==> src/hdl/timer_pkg.sv <==
// Constants, types and helper functions for the two-channel timer.
// Assumes a single clock domain and an APB register slave in the top module.
package timer_pkg;
  localparam int CNT_W = 16;
  // Register byte addresses
  localparam logic [7:0] ADDR_TIMER_CTL = 8'h00;
  localparam logic [7:0] ADDR_COUNT = 8'h04;
  localparam logic [7:0] ADDR_MODULO = 8'h08;
  localparam logic [7:0] ADDR_CH0_SC = 8'h0C;
  localparam logic [7:0] ADDR_CH0_VAL = 8'h10;
  localparam logic [7:0] ADDR_CH1_SC = 8'h14;
  localparam logic [7:0] ADDR_CH1_VAL = 8'h18;
  // Channel status/control field positions
  localparam int SC_FLAG = 7;
  localparam int SC_IE = 6;
  localparam int SC_BUF = 5;
  localparam int SC_OUT = 4;
  localparam int SC_ELSB = 3;
  localparam int SC_ELSA = 2;
  localparam int SC_TOV = 1;
  localparam int SC_MAX = 0;
  // Timer control field positions
  localparam int TC_OVF = 7;
  localparam int TC_OVIE = 6;
  localparam int TC_STOP = 5;
  localparam int TC_CRST = 4;
  // Reset values
  localparam logic [7:0] SC_RESET = 8'h00;
  localparam logic [CNT_W-1:0] COUNT_RESET = 16'h0000;
  localparam logic [CNT_W-1:0] MODULO_RESET = 16'hFFFF;
  // Edge/level select codes: capture edge in input mode, pin action in output mode
  localparam logic [1:0] ELS_OFF = 2'b00;
  localparam logic [1:0] ELS_RISE_TOGGLE = 2'b01;
  localparam logic [1:0] ELS_FALL_CLEAR = 2'b10;
  localparam logic [1:0] ELS_ANY_SET = 2'b11;

  typedef enum logic {SEL_CH0 = 1'b0, SEL_CH1 = 1'b1} buf_sel_type;

  function automatic logic edge_hit(input logic [1:0] els, input logic rise, input logic fall);
    return ((els == ELS_RISE_TOGGLE) && rise) || ((els == ELS_FALL_CLEAR) && fall) ||
           ((els == ELS_ANY_SET) && (rise || fall));
  endfunction

  // Next pin level for an output channel
  function automatic logic pin_next(input logic cur, input logic [1:0] els, input logic tov,
                                    input logic max, input logic ovf, input logic match);
    logic r;
    r = cur;
    if (ovf && tov) r = ~r;
    if (match && (els == ELS_RISE_TOGGLE)) r = ~r;
    if (match && (els == ELS_FALL_CLEAR)) r = 1'b0;
    if (match && (els == ELS_ANY_SET)) r = 1'b1;
    // Forced duty: clear-on-compare polarity holds high, set-on-compare holds low
    if (max) r = (els == ELS_FALL_CLEAR);
    return r;
  endfunction
endpackage

==> src/hdl/chan_if.sv <==
// Signal bundle between the timer top and one channel module.
// Assumes both ends share the top module's clock.
`timescale 1ns/1ns
interface chan_if;
  logic sc_wr;
  logic sc_rd;
  logic val_wr;
  logic capture_en;
  logic event_set;
  logic [15:0] wdata;
  logic [15:0] count;
  logic [7:0] sc;
  logic [15:0] val;
  logic raw_match;
  logic edge_evt;
  modport hub (output sc_wr, sc_rd, val_wr, capture_en, event_set, wdata, count,
               input sc, val, raw_match, edge_evt);
  modport chan (input sc_wr, sc_rd, val_wr, capture_en, event_set, wdata, count,
                output sc, val, raw_match, edge_evt);
endinterface

==> src/hdl/timer_channel.sv <==
// One timer channel: status/control, compare/capture value, flag handshake, pin edge detect.
// Assumes the hub decides which events set the flag and drives the pin outputs.
`timescale 1ns/1ns
module timer_channel
  import timer_pkg::*;
#(
  parameter bit HAS_BUF = 1'b0
) (
  input wire logic clk,
  input wire logic srst,
  input wire logic pin_in,
  chan_if.chan bus
);
  logic sync1_reg, sync2_reg, prev_reg;
  logic flag_reg, arm_reg;
  logic [6:0] ctl_reg;
  logic [CNT_W-1:0] val_reg;
  logic rise, fall, clear_ok;
  logic [1:0] els;
  logic [6:0] ctl_next;

  assign rise = sync2_reg & ~prev_reg;
  assign fall = ~sync2_reg & prev_reg;
  assign els = ctl_reg[SC_ELSB:SC_ELSA];
  assign bus.edge_evt = bus.capture_en & edge_hit(els, rise, fall);
  // A new event in the same cycle beats the zero write
  assign clear_ok = bus.sc_wr & ~bus.wdata[SC_FLAG] & arm_reg & ~bus.event_set;
  // Only a buffered-capable channel keeps the mode bit
  assign ctl_next = HAS_BUF ? bus.wdata[6:0] : {bus.wdata[SC_IE], 1'b0, bus.wdata[4:0]};
  assign bus.sc = {flag_reg, ctl_reg};
  assign bus.val = val_reg;
  assign bus.raw_match = (bus.count == val_reg);

  always_ff @(posedge clk) begin
    if (srst) begin
      sync1_reg <= 1'b0;
      sync2_reg <= 1'b0;
      prev_reg <= 1'b0;
    end else begin
      sync1_reg <= pin_in;
      sync2_reg <= sync1_reg;
      prev_reg <= sync2_reg;
    end
  end

  always_ff @(posedge clk) begin
    if (srst) begin
      ctl_reg <= SC_RESET[6:0];
      flag_reg <= 1'b0;
      arm_reg <= 1'b0;
    end else begin
      if (bus.sc_wr) ctl_reg <= ctl_next;
      if (bus.event_set) flag_reg <= 1'b1;
      else if (clear_ok) flag_reg <= 1'b0;
      if (bus.event_set || bus.sc_wr) arm_reg <= 1'b0;
      else if (bus.sc_rd && flag_reg) arm_reg <= 1'b1;
    end
  end

  always_ff @(posedge clk) begin
    if (srst) val_reg <= COUNT_RESET;
    else if (bus.edge_evt) val_reg <= bus.count;
    else if (bus.val_wr) val_reg <= bus.wdata;
  end
endmodule // timer_channel

==> src/hdl/timer_top.sv <==
// Two-channel timer with capture, compare, buffered compare and PWM, APB register slave.
// Assumes an APB3 master on clk; channel pins arrive asynchronously and are synchronised.
//
// Implementation choices: the APB register port and the address map.
`timescale 1ns/1ns
// Function
// - Unbuffered compare value is simply overwritten.
// - Late write past new value skips compare.
// - Compare interrupt raised at counter match.
// - Overflow interrupt raised at every overflow.
// - Larger value written at match compares twice.
// - Channel 0 mode bit links channels, pin 0.
// - Buffered mode starts with channel 0 values.
// - Last written pair takes over at overflow.
// - Channel 0 control governs buffered; channel 1 ignored.
// - Buffered mode releases channel 1 pin.
// - Writing active pair acts immediately.
// - Pin toggles at modulo, setting period.
// - Overflow to compare sets pulse width.
// - Control selects edge, action, toggle, duty, buffering.
// - Capture edge sets channel flag.
// - Compare match sets channel flag.
// - Flag clears by read-set then write-zero.
// - Event during clear sequence keeps flag set.
// - Reset clears flag; writing one ignored.
// - Interrupt enable gates requests; reset clears.
// - Buffered select exists only on channel 0.
module timer_top
  import timer_pkg::*;
(
  input wire logic clk,
  input wire logic srst,
  input wire logic psel,
  input wire logic penable,
  input wire logic pwrite,
  input wire logic [7:0] paddr,
  input wire logic [31:0] pwdata,
  output logic [31:0] prdata,
  output logic pready,
  output logic pslverr,
  input wire logic ch0_pin_in,
  output logic ch0_pin_out,
  output logic ch0_pin_oe,
  input wire logic ch1_pin_in,
  output logic ch1_pin_out,
  output logic ch1_pin_oe,
  output logic ch0_irq,
  output logic ch1_irq,
  output logic overflow_irq
);
  chan_if c0();
  chan_if c1();

  logic [CNT_W-1:0] count_reg, count_next;
  logic [CNT_W-1:0] modulo_reg;
  logic ovf_flag_reg, ovf_arm_reg, ovie_reg, stop_reg;
  logic [31:0] prdata_reg, rd_mux;
  logic buf_prev_reg;
  buf_sel_type active_reg, pending_reg;
  logic out0_reg, out1_reg, oe0_reg, oe1_reg;
  logic irq0_reg, irq1_reg, irqo_reg;

  // Bus decode
  logic setup, acc, wr, rd;
  logic hit_tc, hit_cnt, hit_mod, hit_sc0, hit_val0, hit_sc1, hit_val1, hit;
  assign setup = psel & ~penable;
  assign acc = psel & penable;
  assign wr = acc & pwrite;
  assign rd = acc & ~pwrite;
  assign hit_tc = (paddr == ADDR_TIMER_CTL);
  assign hit_cnt = (paddr == ADDR_COUNT);
  assign hit_mod = (paddr == ADDR_MODULO);
  assign hit_sc0 = (paddr == ADDR_CH0_SC);
  assign hit_val0 = (paddr == ADDR_CH0_VAL);
  assign hit_sc1 = (paddr == ADDR_CH1_SC);
  assign hit_val1 = (paddr == ADDR_CH1_VAL);
  assign hit = hit_tc | hit_cnt | hit_mod | hit_sc0 | hit_val0 | hit_sc1 | hit_val1;
  // Zero wait states: read data is latched in the setup cycle
  assign pready = 1'b1;
  assign pslverr = acc & ~hit;
  assign prdata = prdata_reg;

  // Counter
  logic tick, ovf, wrap, ovf_clear_ok;
  logic tc_wr, crst;
  assign tick = ~stop_reg;
  assign wrap = (count_reg == modulo_reg);
  assign ovf = tick & wrap;
  assign count_next = wrap ? COUNT_RESET : count_reg + 16'h0001;
  assign tc_wr = wr & hit_tc;
  assign crst = tc_wr & pwdata[TC_CRST];
  assign ovf_clear_ok = tc_wr & ~pwdata[TC_OVF] & ovf_arm_reg & ~ovf;

  // Channel control decode
  logic [7:0] sc0, sc1;
  logic buf_mode, buf_enter;
  logic out_mode0, out_mode1;
  logic [1:0] els0, els1;
  assign sc0 = c0.sc;
  assign sc1 = c1.sc;
  assign buf_mode = sc0[SC_BUF];
  assign buf_enter = buf_mode & ~buf_prev_reg;
  assign out_mode0 = sc0[SC_OUT] | buf_mode;
  // Channel 1 control is dead while linked
  assign out_mode1 = sc1[SC_OUT] & ~buf_mode;
  assign els0 = sc0[SC_ELSB:SC_ELSA];
  assign els1 = sc1[SC_ELSB:SC_ELSA];

  // Compare events; equality against the live value skips a passed compare
  logic m0, m1, buf_match, ev0, ev1;
  assign buf_match = (active_reg == SEL_CH1) ? c1.raw_match : c0.raw_match;
  assign m0 = tick & out_mode0 & (buf_mode ? buf_match : c0.raw_match);
  assign m1 = tick & out_mode1 & c1.raw_match;
  assign ev0 = m0 | c0.edge_evt;
  assign ev1 = m1 | c1.edge_evt;

  // Hub side of channel 0
  assign c0.sc_wr = wr & hit_sc0;
  assign c0.sc_rd = rd & hit_sc0;
  assign c0.val_wr = wr & hit_val0;
  assign c0.capture_en = ~out_mode0;
  assign c0.event_set = ev0;
  assign c0.wdata = pwdata[15:0];
  assign c0.count = count_reg;

  // Hub side of channel 1
  assign c1.sc_wr = wr & hit_sc1;
  assign c1.sc_rd = rd & hit_sc1;
  assign c1.val_wr = wr & hit_val1;
  assign c1.capture_en = ~sc1[SC_OUT] & ~buf_mode;
  assign c1.event_set = ev1;
  assign c1.wdata = pwdata[15:0];
  assign c1.count = count_reg;

  timer_channel #(.HAS_BUF(1'b1)) u_ch0 (
    .clk(clk),
    .srst(srst),
    .pin_in(ch0_pin_in),
    .bus(c0.chan)
  );

  timer_channel #(.HAS_BUF(1'b0)) u_ch1 (
    .clk(clk),
    .srst(srst),
    .pin_in(ch1_pin_in),
    .bus(c1.chan)
  );

  // Read mux
  always_comb begin
    rd_mux = 32'h0000_0000;
    if (hit_tc) rd_mux[7:0] = {ovf_flag_reg, ovie_reg, stop_reg, 5'b0_0000};
    if (hit_cnt) rd_mux[15:0] = count_reg;
    if (hit_mod) rd_mux[15:0] = modulo_reg;
    if (hit_sc0) rd_mux[7:0] = sc0;
    if (hit_val0) rd_mux[15:0] = c0.val;
    if (hit_sc1) rd_mux[7:0] = sc1;
    if (hit_val1) rd_mux[15:0] = c1.val;
  end

  always_ff @(posedge clk) begin
    if (srst) prdata_reg <= 32'h0000_0000;
    else if (setup && !pwrite) prdata_reg <= rd_mux;
  end

  always_ff @(posedge clk) begin
    if (srst) count_reg <= COUNT_RESET;
    else if (crst) count_reg <= COUNT_RESET;
    else if (tick) count_reg <= count_next;
  end

  always_ff @(posedge clk) begin
    if (srst) modulo_reg <= MODULO_RESET;
    else if (wr && hit_mod) modulo_reg <= pwdata[15:0];
  end

  // Timer control and overflow flag with the same clearing handshake as the channels
  always_ff @(posedge clk) begin
    if (srst) begin
      ovie_reg <= 1'b0;
      stop_reg <= 1'b0;
      ovf_flag_reg <= 1'b0;
      ovf_arm_reg <= 1'b0;
    end else begin
      if (tc_wr) begin
        ovie_reg <= pwdata[TC_OVIE];
        stop_reg <= pwdata[TC_STOP];
      end
      if (ovf) ovf_flag_reg <= 1'b1;
      else if (ovf_clear_ok) ovf_flag_reg <= 1'b0;
      if (ovf || tc_wr) ovf_arm_reg <= 1'b0;
      else if (rd && hit_tc && ovf_flag_reg) ovf_arm_reg <= 1'b1;
    end
  end

  // Buffered pair selection; handover waits for overflow so the edge stays synchronous
  always_ff @(posedge clk) begin
    if (srst) begin
      buf_prev_reg <= 1'b0;
      active_reg <= SEL_CH0;
      pending_reg <= SEL_CH0;
    end else begin
      buf_prev_reg <= buf_mode;
      if (buf_enter) begin
        active_reg <= SEL_CH0;
        pending_reg <= SEL_CH0;
      end else if (buf_mode) begin
        if (wr && hit_val1) pending_reg <= SEL_CH1;
        else if (wr && hit_val0) pending_reg <= SEL_CH0;
        if (ovf) begin
          if (wr && hit_val1) active_reg <= SEL_CH1;
          else if (wr && hit_val0) active_reg <= SEL_CH0;
          else active_reg <= pending_reg;
        end
      end
    end
  end

  // Pin drivers; an input-mode channel keeps its last output level
  always_ff @(posedge clk) begin
    if (srst) begin
      out0_reg <= 1'b0;
      out1_reg <= 1'b0;
      oe0_reg <= 1'b0;
      oe1_reg <= 1'b0;
    end else begin
      if (out_mode0) out0_reg <= pin_next(out0_reg, els0, sc0[SC_TOV], sc0[SC_MAX], ovf, m0);
      if (out_mode1) out1_reg <= pin_next(out1_reg, els1, sc1[SC_TOV], sc1[SC_MAX], ovf, m1);
      oe0_reg <= out_mode0 & (els0 != ELS_OFF);
      oe1_reg <= out_mode1 & (els1 != ELS_OFF);
    end
  end

  // Interrupt requests rise with the flag; they follow enable changes and flag clears one cycle later
  always_ff @(posedge clk) begin
    if (srst) begin
      irq0_reg <= 1'b0;
      irq1_reg <= 1'b0;
      irqo_reg <= 1'b0;
    end else begin
      irq0_reg <= (sc0[SC_FLAG] | ev0) & sc0[SC_IE];
      irq1_reg <= (sc1[SC_FLAG] | ev1) & sc1[SC_IE] & ~buf_mode;
      irqo_reg <= (ovf_flag_reg | ovf) & ovie_reg;
    end
  end

  assign ch0_pin_out = out0_reg;
  assign ch1_pin_out = out1_reg;
  assign ch0_pin_oe = oe0_reg;
  assign ch1_pin_oe = oe1_reg;
  assign ch0_irq = irq0_reg;
  assign ch1_irq = irq1_reg;
  assign overflow_irq = irqo_reg;
endmodule // timer_top

==> config.mk <==
export PLATFORM = sky130hd
export DESIGN_NAME = timer_top
export DESIGN_NICKNAME = d
export VERILOG_FILES = /design/src/hdl/timer_pkg.sv /design/src/hdl/chan_if.sv /design/src/hdl/timer_channel.sv /design/src/hdl/timer_top.sv
export SDC_FILE = /design/constraint.sdc
export NUM_CORES = 1
export LEC_CHECK = 0
export BUFFER_PORTS_ARGS = -buffer_cell sky130_fd_sc_hd__buf_2
export CAP_MARGIN = 5
export CORE_MARGIN = 3
export CORE_UTILIZATION = 48
export CTS_CLUSTER_DIAMETER = 50
export DETAILED_ROUTE_END_ITERATION = 16
export PLACE_DENSITY = 0.69
export SLEW_MARGIN = 5
export SYNTH_ARGS = -nofsm -noshare
export SYNTH_HDL_FRONTEND = slang
export SYNTH_SLANG_ARGS = --single-unit
export TNS_END_PERCENT = 5
==> constraint.sdc <==
create_clock -name clk -period 3.5 [get_ports clk]
set_clock_uncertainty 0.15 [all_clocks]
set_input_delay 0.525 -clock clk [delete_from_list [all_inputs] [get_ports clk]]
set_output_delay 0.525 -clock clk [all_outputs]
set_load 0.05 [all_outputs]
# After elaboration in Yosys (flattened, before gate mapping)

Index checks and enable logic that the tools add are counted.

Flip-flop bits (word level): 117
Input port bits: 47
Output and inout bits: 41
Logic and storage cells: 203

Add/subtract/negate cells: 1
Eq/ne operators: 15
Mux-type cells: 36
Bitwise gates (word level): 74
Reductions and logical operators: 46

Operator list:

| operator                | count |
|---|---|
| $mux W16                | 9 |
| $eq A16 B16 Y1          | 3 |
| $and A1 B1 Y1           | 42 |
| $eq A8 B5 Y1 const B    | 3 |
| $mux W1                 | 24 |
| $mux W8                 | 3 |
| $logic_and A1 B1 Y1     | 22 |
| $not A1 Y1              | 20 |
| $add A16 B1 Y16 const B | 1 |
| $eq A8 B4 Y1 const B    | 2 |
| $reduce_bool A2 Y1      | 7 |
| $or A1 B1 Y1            | 12 |
| $reduce_or A2 Y1        | 5 |
| $logic_or A1 B1 Y1      | 9 |
| $eq A2 B2 Y1 const B    | 4 |
| $eq A8 B3 Y1 const B    | 1 |
| $logic_not A8 Y1        | 1 |
| $eq A2 B1 Y1 const B    | 2 |
| $reduce_and A2 Y1       | 1 |
| $logic_not A1 Y1        | 1 |

# Depth between registers and ports, before layout

Depth after elaboration: 11
Depth in mapped cells: 10
Mapped depth without buffers: 9

# Cells and area by module

From an unflattened synthesis, not the netlist that was laid out.

Cell total of the unflattened synthesis: 767
Area total of the unflattened synthesis: 6627.6 sq um

By module, submodules not included:

| module                 | instances | cells an instance | area each (sq um) | seq. area each (sq um) |
|---|---|---|---|---|
| timer_top              | 1         | 461               | 3631.0            | 1241.2 |
| timer_channel at u_ch0 | 1         | 154               | 1511.4            | 560.5 |
| timer_channel at u_ch1 | 1         | 152               | 1485.2            | 540.5 |

# Worst setup path after synthesis

No wires, ideal clock.

Path type: input-to-output
Start: input port paddr[2]
End: output port pslverr
Arrival: 1999 ps
Required time: 2825 ps
Path slack: 826 ps
Cell stages on the path: 4
Buffers on the path: 2
Cell sequence: clkbuf_1 > clkbuf_1 > a31oi_1 > nor2_1

Cells in the longest elaborated chain, start to end: 9
Elaborated cells on any way between the ends: 15
Classes of those cells: 6 x eq/ne; 8 x bitwise; 1 x reduce/logical

RTL lines:

| element                                                 | RTL line                         | RTL |
|---|---|---|
| start: declaration                                      | timer_top.sv:36                  | `input wire logic [7:0] paddr,` |
| $eq A8 B3 Y1 / $logic_not A8 Y1 (equally long branches) | timer_top.sv:71, timer_top.sv:70 |  |
| $or A1 B1 Y1 (5 in series)                              | timer_top.sv:77                  | `assign hit = hit_tc \| hit_cnt \| hit_mod \| hit_sc0 \| hit_val0 \| hit_sc1 \| hit_val1;` |
| $or A1 B1 Y1 *                                          | timer_top.sv:77                  |  |
| $not A1 Y1 *                                            | timer_top.sv:80                  | `assign pslverr = acc & ~hit;` |
| $and A1 B1 Y1 *                                         | timer_top.sv:80                  |  |
| end: declaration                                        | timer_top.sv:40                  | `output logic pslverr,` |

Mark *: on every way between the ends. The rest lies on a longest branch, timed or not.

# Worst setup path in the final report

Start: register count_reg[3] (netlist: c0.count[3])
End: register out0_reg (netlist: ch0_pin_out)

Cells in the longest elaborated chain, start to end: 11
Elaborated cells on any way between the ends: 19
Classes of those cells: 3 x eq/ne; 9 x mux; 3 x bitwise; 4 x reduce/logical

RTL lines:

| element                  | RTL line         | RTL |
|---|---|---|
| start: declaration       | timer_top.sv:54  | `logic [CNT_W-1:0] count_reg, count_next;` |
| start signal: assignment | timer_top.sv:169 | `else if (tick) count_reg <= count_next;` |
| $eq A16 B16 Y1           | timer_top.sv:87  | `assign wrap = (count_reg == modulo_reg);` |
| $and A1 B1 Y1            | timer_top.sv:88  | `assign ovf = tick & wrap;` |
| $logic_and A1 B1 Y1      | timer_pkg.sv:49  | `if (ovf && tov) r = ~r;` |
| $mux W1                  | timer_pkg.sv:49  |  |
| $mux W1                  | timer_top.sv:227 | `if (out_mode0) out0_reg <= pin_next(out0_reg, els0, sc0[SC_TOV], sc0[SC_MAX], ovf, m0);` |
| $mux W1                  | timer_top.sv:221 | `if (srst) begin` |
| $not A1 Y1               | timer_pkg.sv:50  | `if (match && (els == ELS_RISE_TOGGLE)) r = ~r;` |
| $mux W1                  | timer_pkg.sv:50  |  |
| $mux W1                  | timer_pkg.sv:51  | `if (match && (els == ELS_FALL_CLEAR)) r = 1'b0;` |
| $mux W1 *                | timer_pkg.sv:52  | `if (match && (els == ELS_ANY_SET)) r = 1'b1;` |
| $mux W1 *                | timer_pkg.sv:54  | `if (max) r = (els == ELS_FALL_CLEAR);` |
| end signal: assignment   | timer_top.sv:227 |  |
| end: declaration         | timer_top.sv:60  | `logic out0_reg, out1_reg, oe0_reg, oe1_reg;` |

Mark *: on every way between the ends. The rest lies on a longest branch, timed or not. The select of a mux whose other input is x is not followed.
A chain may end at the register's enable or synchronous reset.

==> results_dict.tcl <==
set metrics [dict create \
    status "finished clean" \
    drt_iter0_markers 413 \
    ios 88 \
    fillers 1082 \
    dpl_cell_area_um2 6470 \
    clock-sinks 117 \
    worst_path_largest_cell_delay_ns 0.57 \
    use_met3_pct 6.32 \
    num_antenna_cells 0 \
    cts_tree "done" \
    start_util_pct 50.2 \
    layout-drive-gt1-share_pct 16.0 \
    cp_max_fo 9 \
    htree_levels 4 \
    power_density_nw_per_um2 482 \
    syn_area_um2 6160 \
    coreArea_um2 12300 \
    setup_ws_ns 0.672 \
    synth_cell_types 55 \
    hold_class "in2reg" \
    yosys_warnings 0 \
    finalMaxSlewViolations 0 \
    yosys_most_used_dff "dfxtp_1" \
    syn_inst 719 \
    gr-usage-met2_pct 38.2 \
    dpl_worst_slack_ns 0.641 \
    ff_latch_area_um2 2340 \
    grt_util_met1_pct 32.0 \
    setup_tns_ns 0 \
    grt.total_usage_pct 24.4 \
    slew_headroom_pct 45.3 \
    cts-resized-gates 0 \
    maxCapViolCount 0 \
    synth_area_leaders "dfxtp_1 (38%), mux2i_1 (6.5%), xor2_1 (6.4%)" \
    hpwl_um 12500 \
    peakVddDrop_v 0.000350 \
    setup_viol 0 \
    rsz0062_at_grt "false" \
    finalHoldViolCount 0 \
    synth_top_area_share_pct 38.0 \
    dieWidth_um 119 \
    clock_path_buffers 2 \
    setup.worst_path.start_class "register" \
    worst_ep_arrival_time_ns 3.02 \
    drt-total-wl_um 17400 \
    cts_root_buffer "clkbuf_16" \
    gp_congestion 0.915 \
    crit_type "reg2reg" \
    syn_to_final_growth_pct 15.2 \
    die-area_um2 14200 \
    wl_per_cell_um 18.6 \
    total_power_mw 3.42 \
    fp.dieH_um 119 \
    clk_latency_ns 0.42 \
    grt_pass1_wl_um 27300 \
    cts_hold_buffers 0 \
    crit_slowest_cell "dfxtp_1" \
    synthTopCellsByCount "dfxtp_1 (117), nor2_1 (88), nand2_1 (63)" \
    viasPerCell 5.80 \
    period_needed_ns 2.83 \
    multi_input_area_um2 3440 \
    num-nets-final 807 \
    synthSimpleGateAreaFrac_pct 21.0 \
    synth_compound_area_share_pct 15.7 \
    grt_pass1_vias 5171 \
    post-route-period-util_pct 80.8 \
    yosysMostFrequentCell "dfxtp_1" \
    yosys.area.top_type "dfxtp_1" \
    ys_async_sr_fraction_pct 0 \
    drt-pass1-iter-count 5 \
    cts_made_buffers 17 \
    synth_edf_count 0 \
    clock.fmax_mhz 354 \
    path_clk_slew_ns 0.05 \
    crit_path_cell_trace "xnor2_1 -> nand4_1 -> or4_1 -> o32a_1 -> or3b_1 -> a31o_1 -> a31oi_1" \
    cts_setup_buffers 0 \
    grt-ovfl-total 0 \
    ant_nets 0 \
    drc 0 \
    muxShareOfSynthArea_pct 7.42 \
    port_buffers 54 \
    crit_required_ns 3.69 \
    synth_top_family_by_area "simple AND/OR/NAND/NOR gates" \
    num_vias 5425 \
    grt_max_degree 43 \
    avgSynthCellArea_um2 8.57 \
    grt_busiest_layer "met2" \
    antenna_found_initial 0 \
    endpoint_kind "register" \
    regToRegSetupSlack_ns 0.67 \
    finish.utilization_pct 57.8 \
    synth_xor_area_share_pct 9.61 \
    cellLeakagePower_nw 2.81 \
    fin_area_um2 7090 \
    tightestPinTransition_ns 0.819 \
    synth_seq_cells 117 \
    rows 40 \
    synth_fa_ha_area_share_pct 1.02 \
    seq_area_frac_synth_pct 38.0 \
]
## path summary, 6_finish.rpt
path / startpoint / endpoint / depth (start not counted)
setup / recovery: c0.count[3] / ch0_pin_out / 7
hold / removal: ch1_pin_in / u_ch1.sync1_reg / 2
setup reg to reg: c0.count[3] / ch0_pin_out / 7
hold reg to reg: u_ch1.sync1_reg / u_ch1.sync2_reg / 1
## metrics by stage
stage / hold slack (ns) / cells
floorplan: 0.264 / 734
detailed placement: 0.278 / 904
CTS: 0.163 / 936
global placement: 0.272 / 904
finish: 0.166 / 936
global route: 0.180 / 936
## cell usage in the layout, fill, tap and decap left out, drive strengths merged, types with 24 or more instances in the layout
cell	count
xor2	45
nor2	89
dfxtp	117
buf	76
nand2	63
a211oi	39
a22oi	24
mux2i	40
a21oi	25
## area by class of cell
class,instances,area share (%)
multi-input combinational,533,48.5
sequential,117,33.0
clock buffer,23,6.74
timing repair buffer,76,6.14
tap,168,2.96
clock inverter,9,2.10
inverter,10,0.529
## power by group
part	internal, mW	switching (mW)
logic	0.0561	0.152
registers	1.35	0.0148
clock network	1.24	0.606
total	2.64	0.773
## per-layer routing
| layer | vias to the layer above | wire [um] |
|---|---|---|
| met5 | - | 0 |
| met3 | 34 | 1190 |
| met2 | 220 | 8130 |
| met4 | 0 | 415 |
| met1 | 2588 | 7650 |
| li1 | 2583 | - |
## worst max-delay path: cells and delay by family (launching register included)
kind | cells | cell delay [ns]
XOR/XNOR | 1 | 0.21
AO/OA/AOI/OAI | 3 | 0.79
AND/OR/NAND/NOR | 3 | 1.03
flip-flops | 1 | 0.57
## cell families (layout without fill, tap and decap cells)
kind of cell,count (synthesis),count (layout)
and+or+nand+nor,262,262
adders and majority gates,5,5
buffers and inverters,84,118
xor gates and xnor gates,65,65
muxes,45,45
other,2,17
DFF,117,117
AOI/OAI and AO/OA,139,139
No activity file was read; power rests on OpenSTA's default activity.
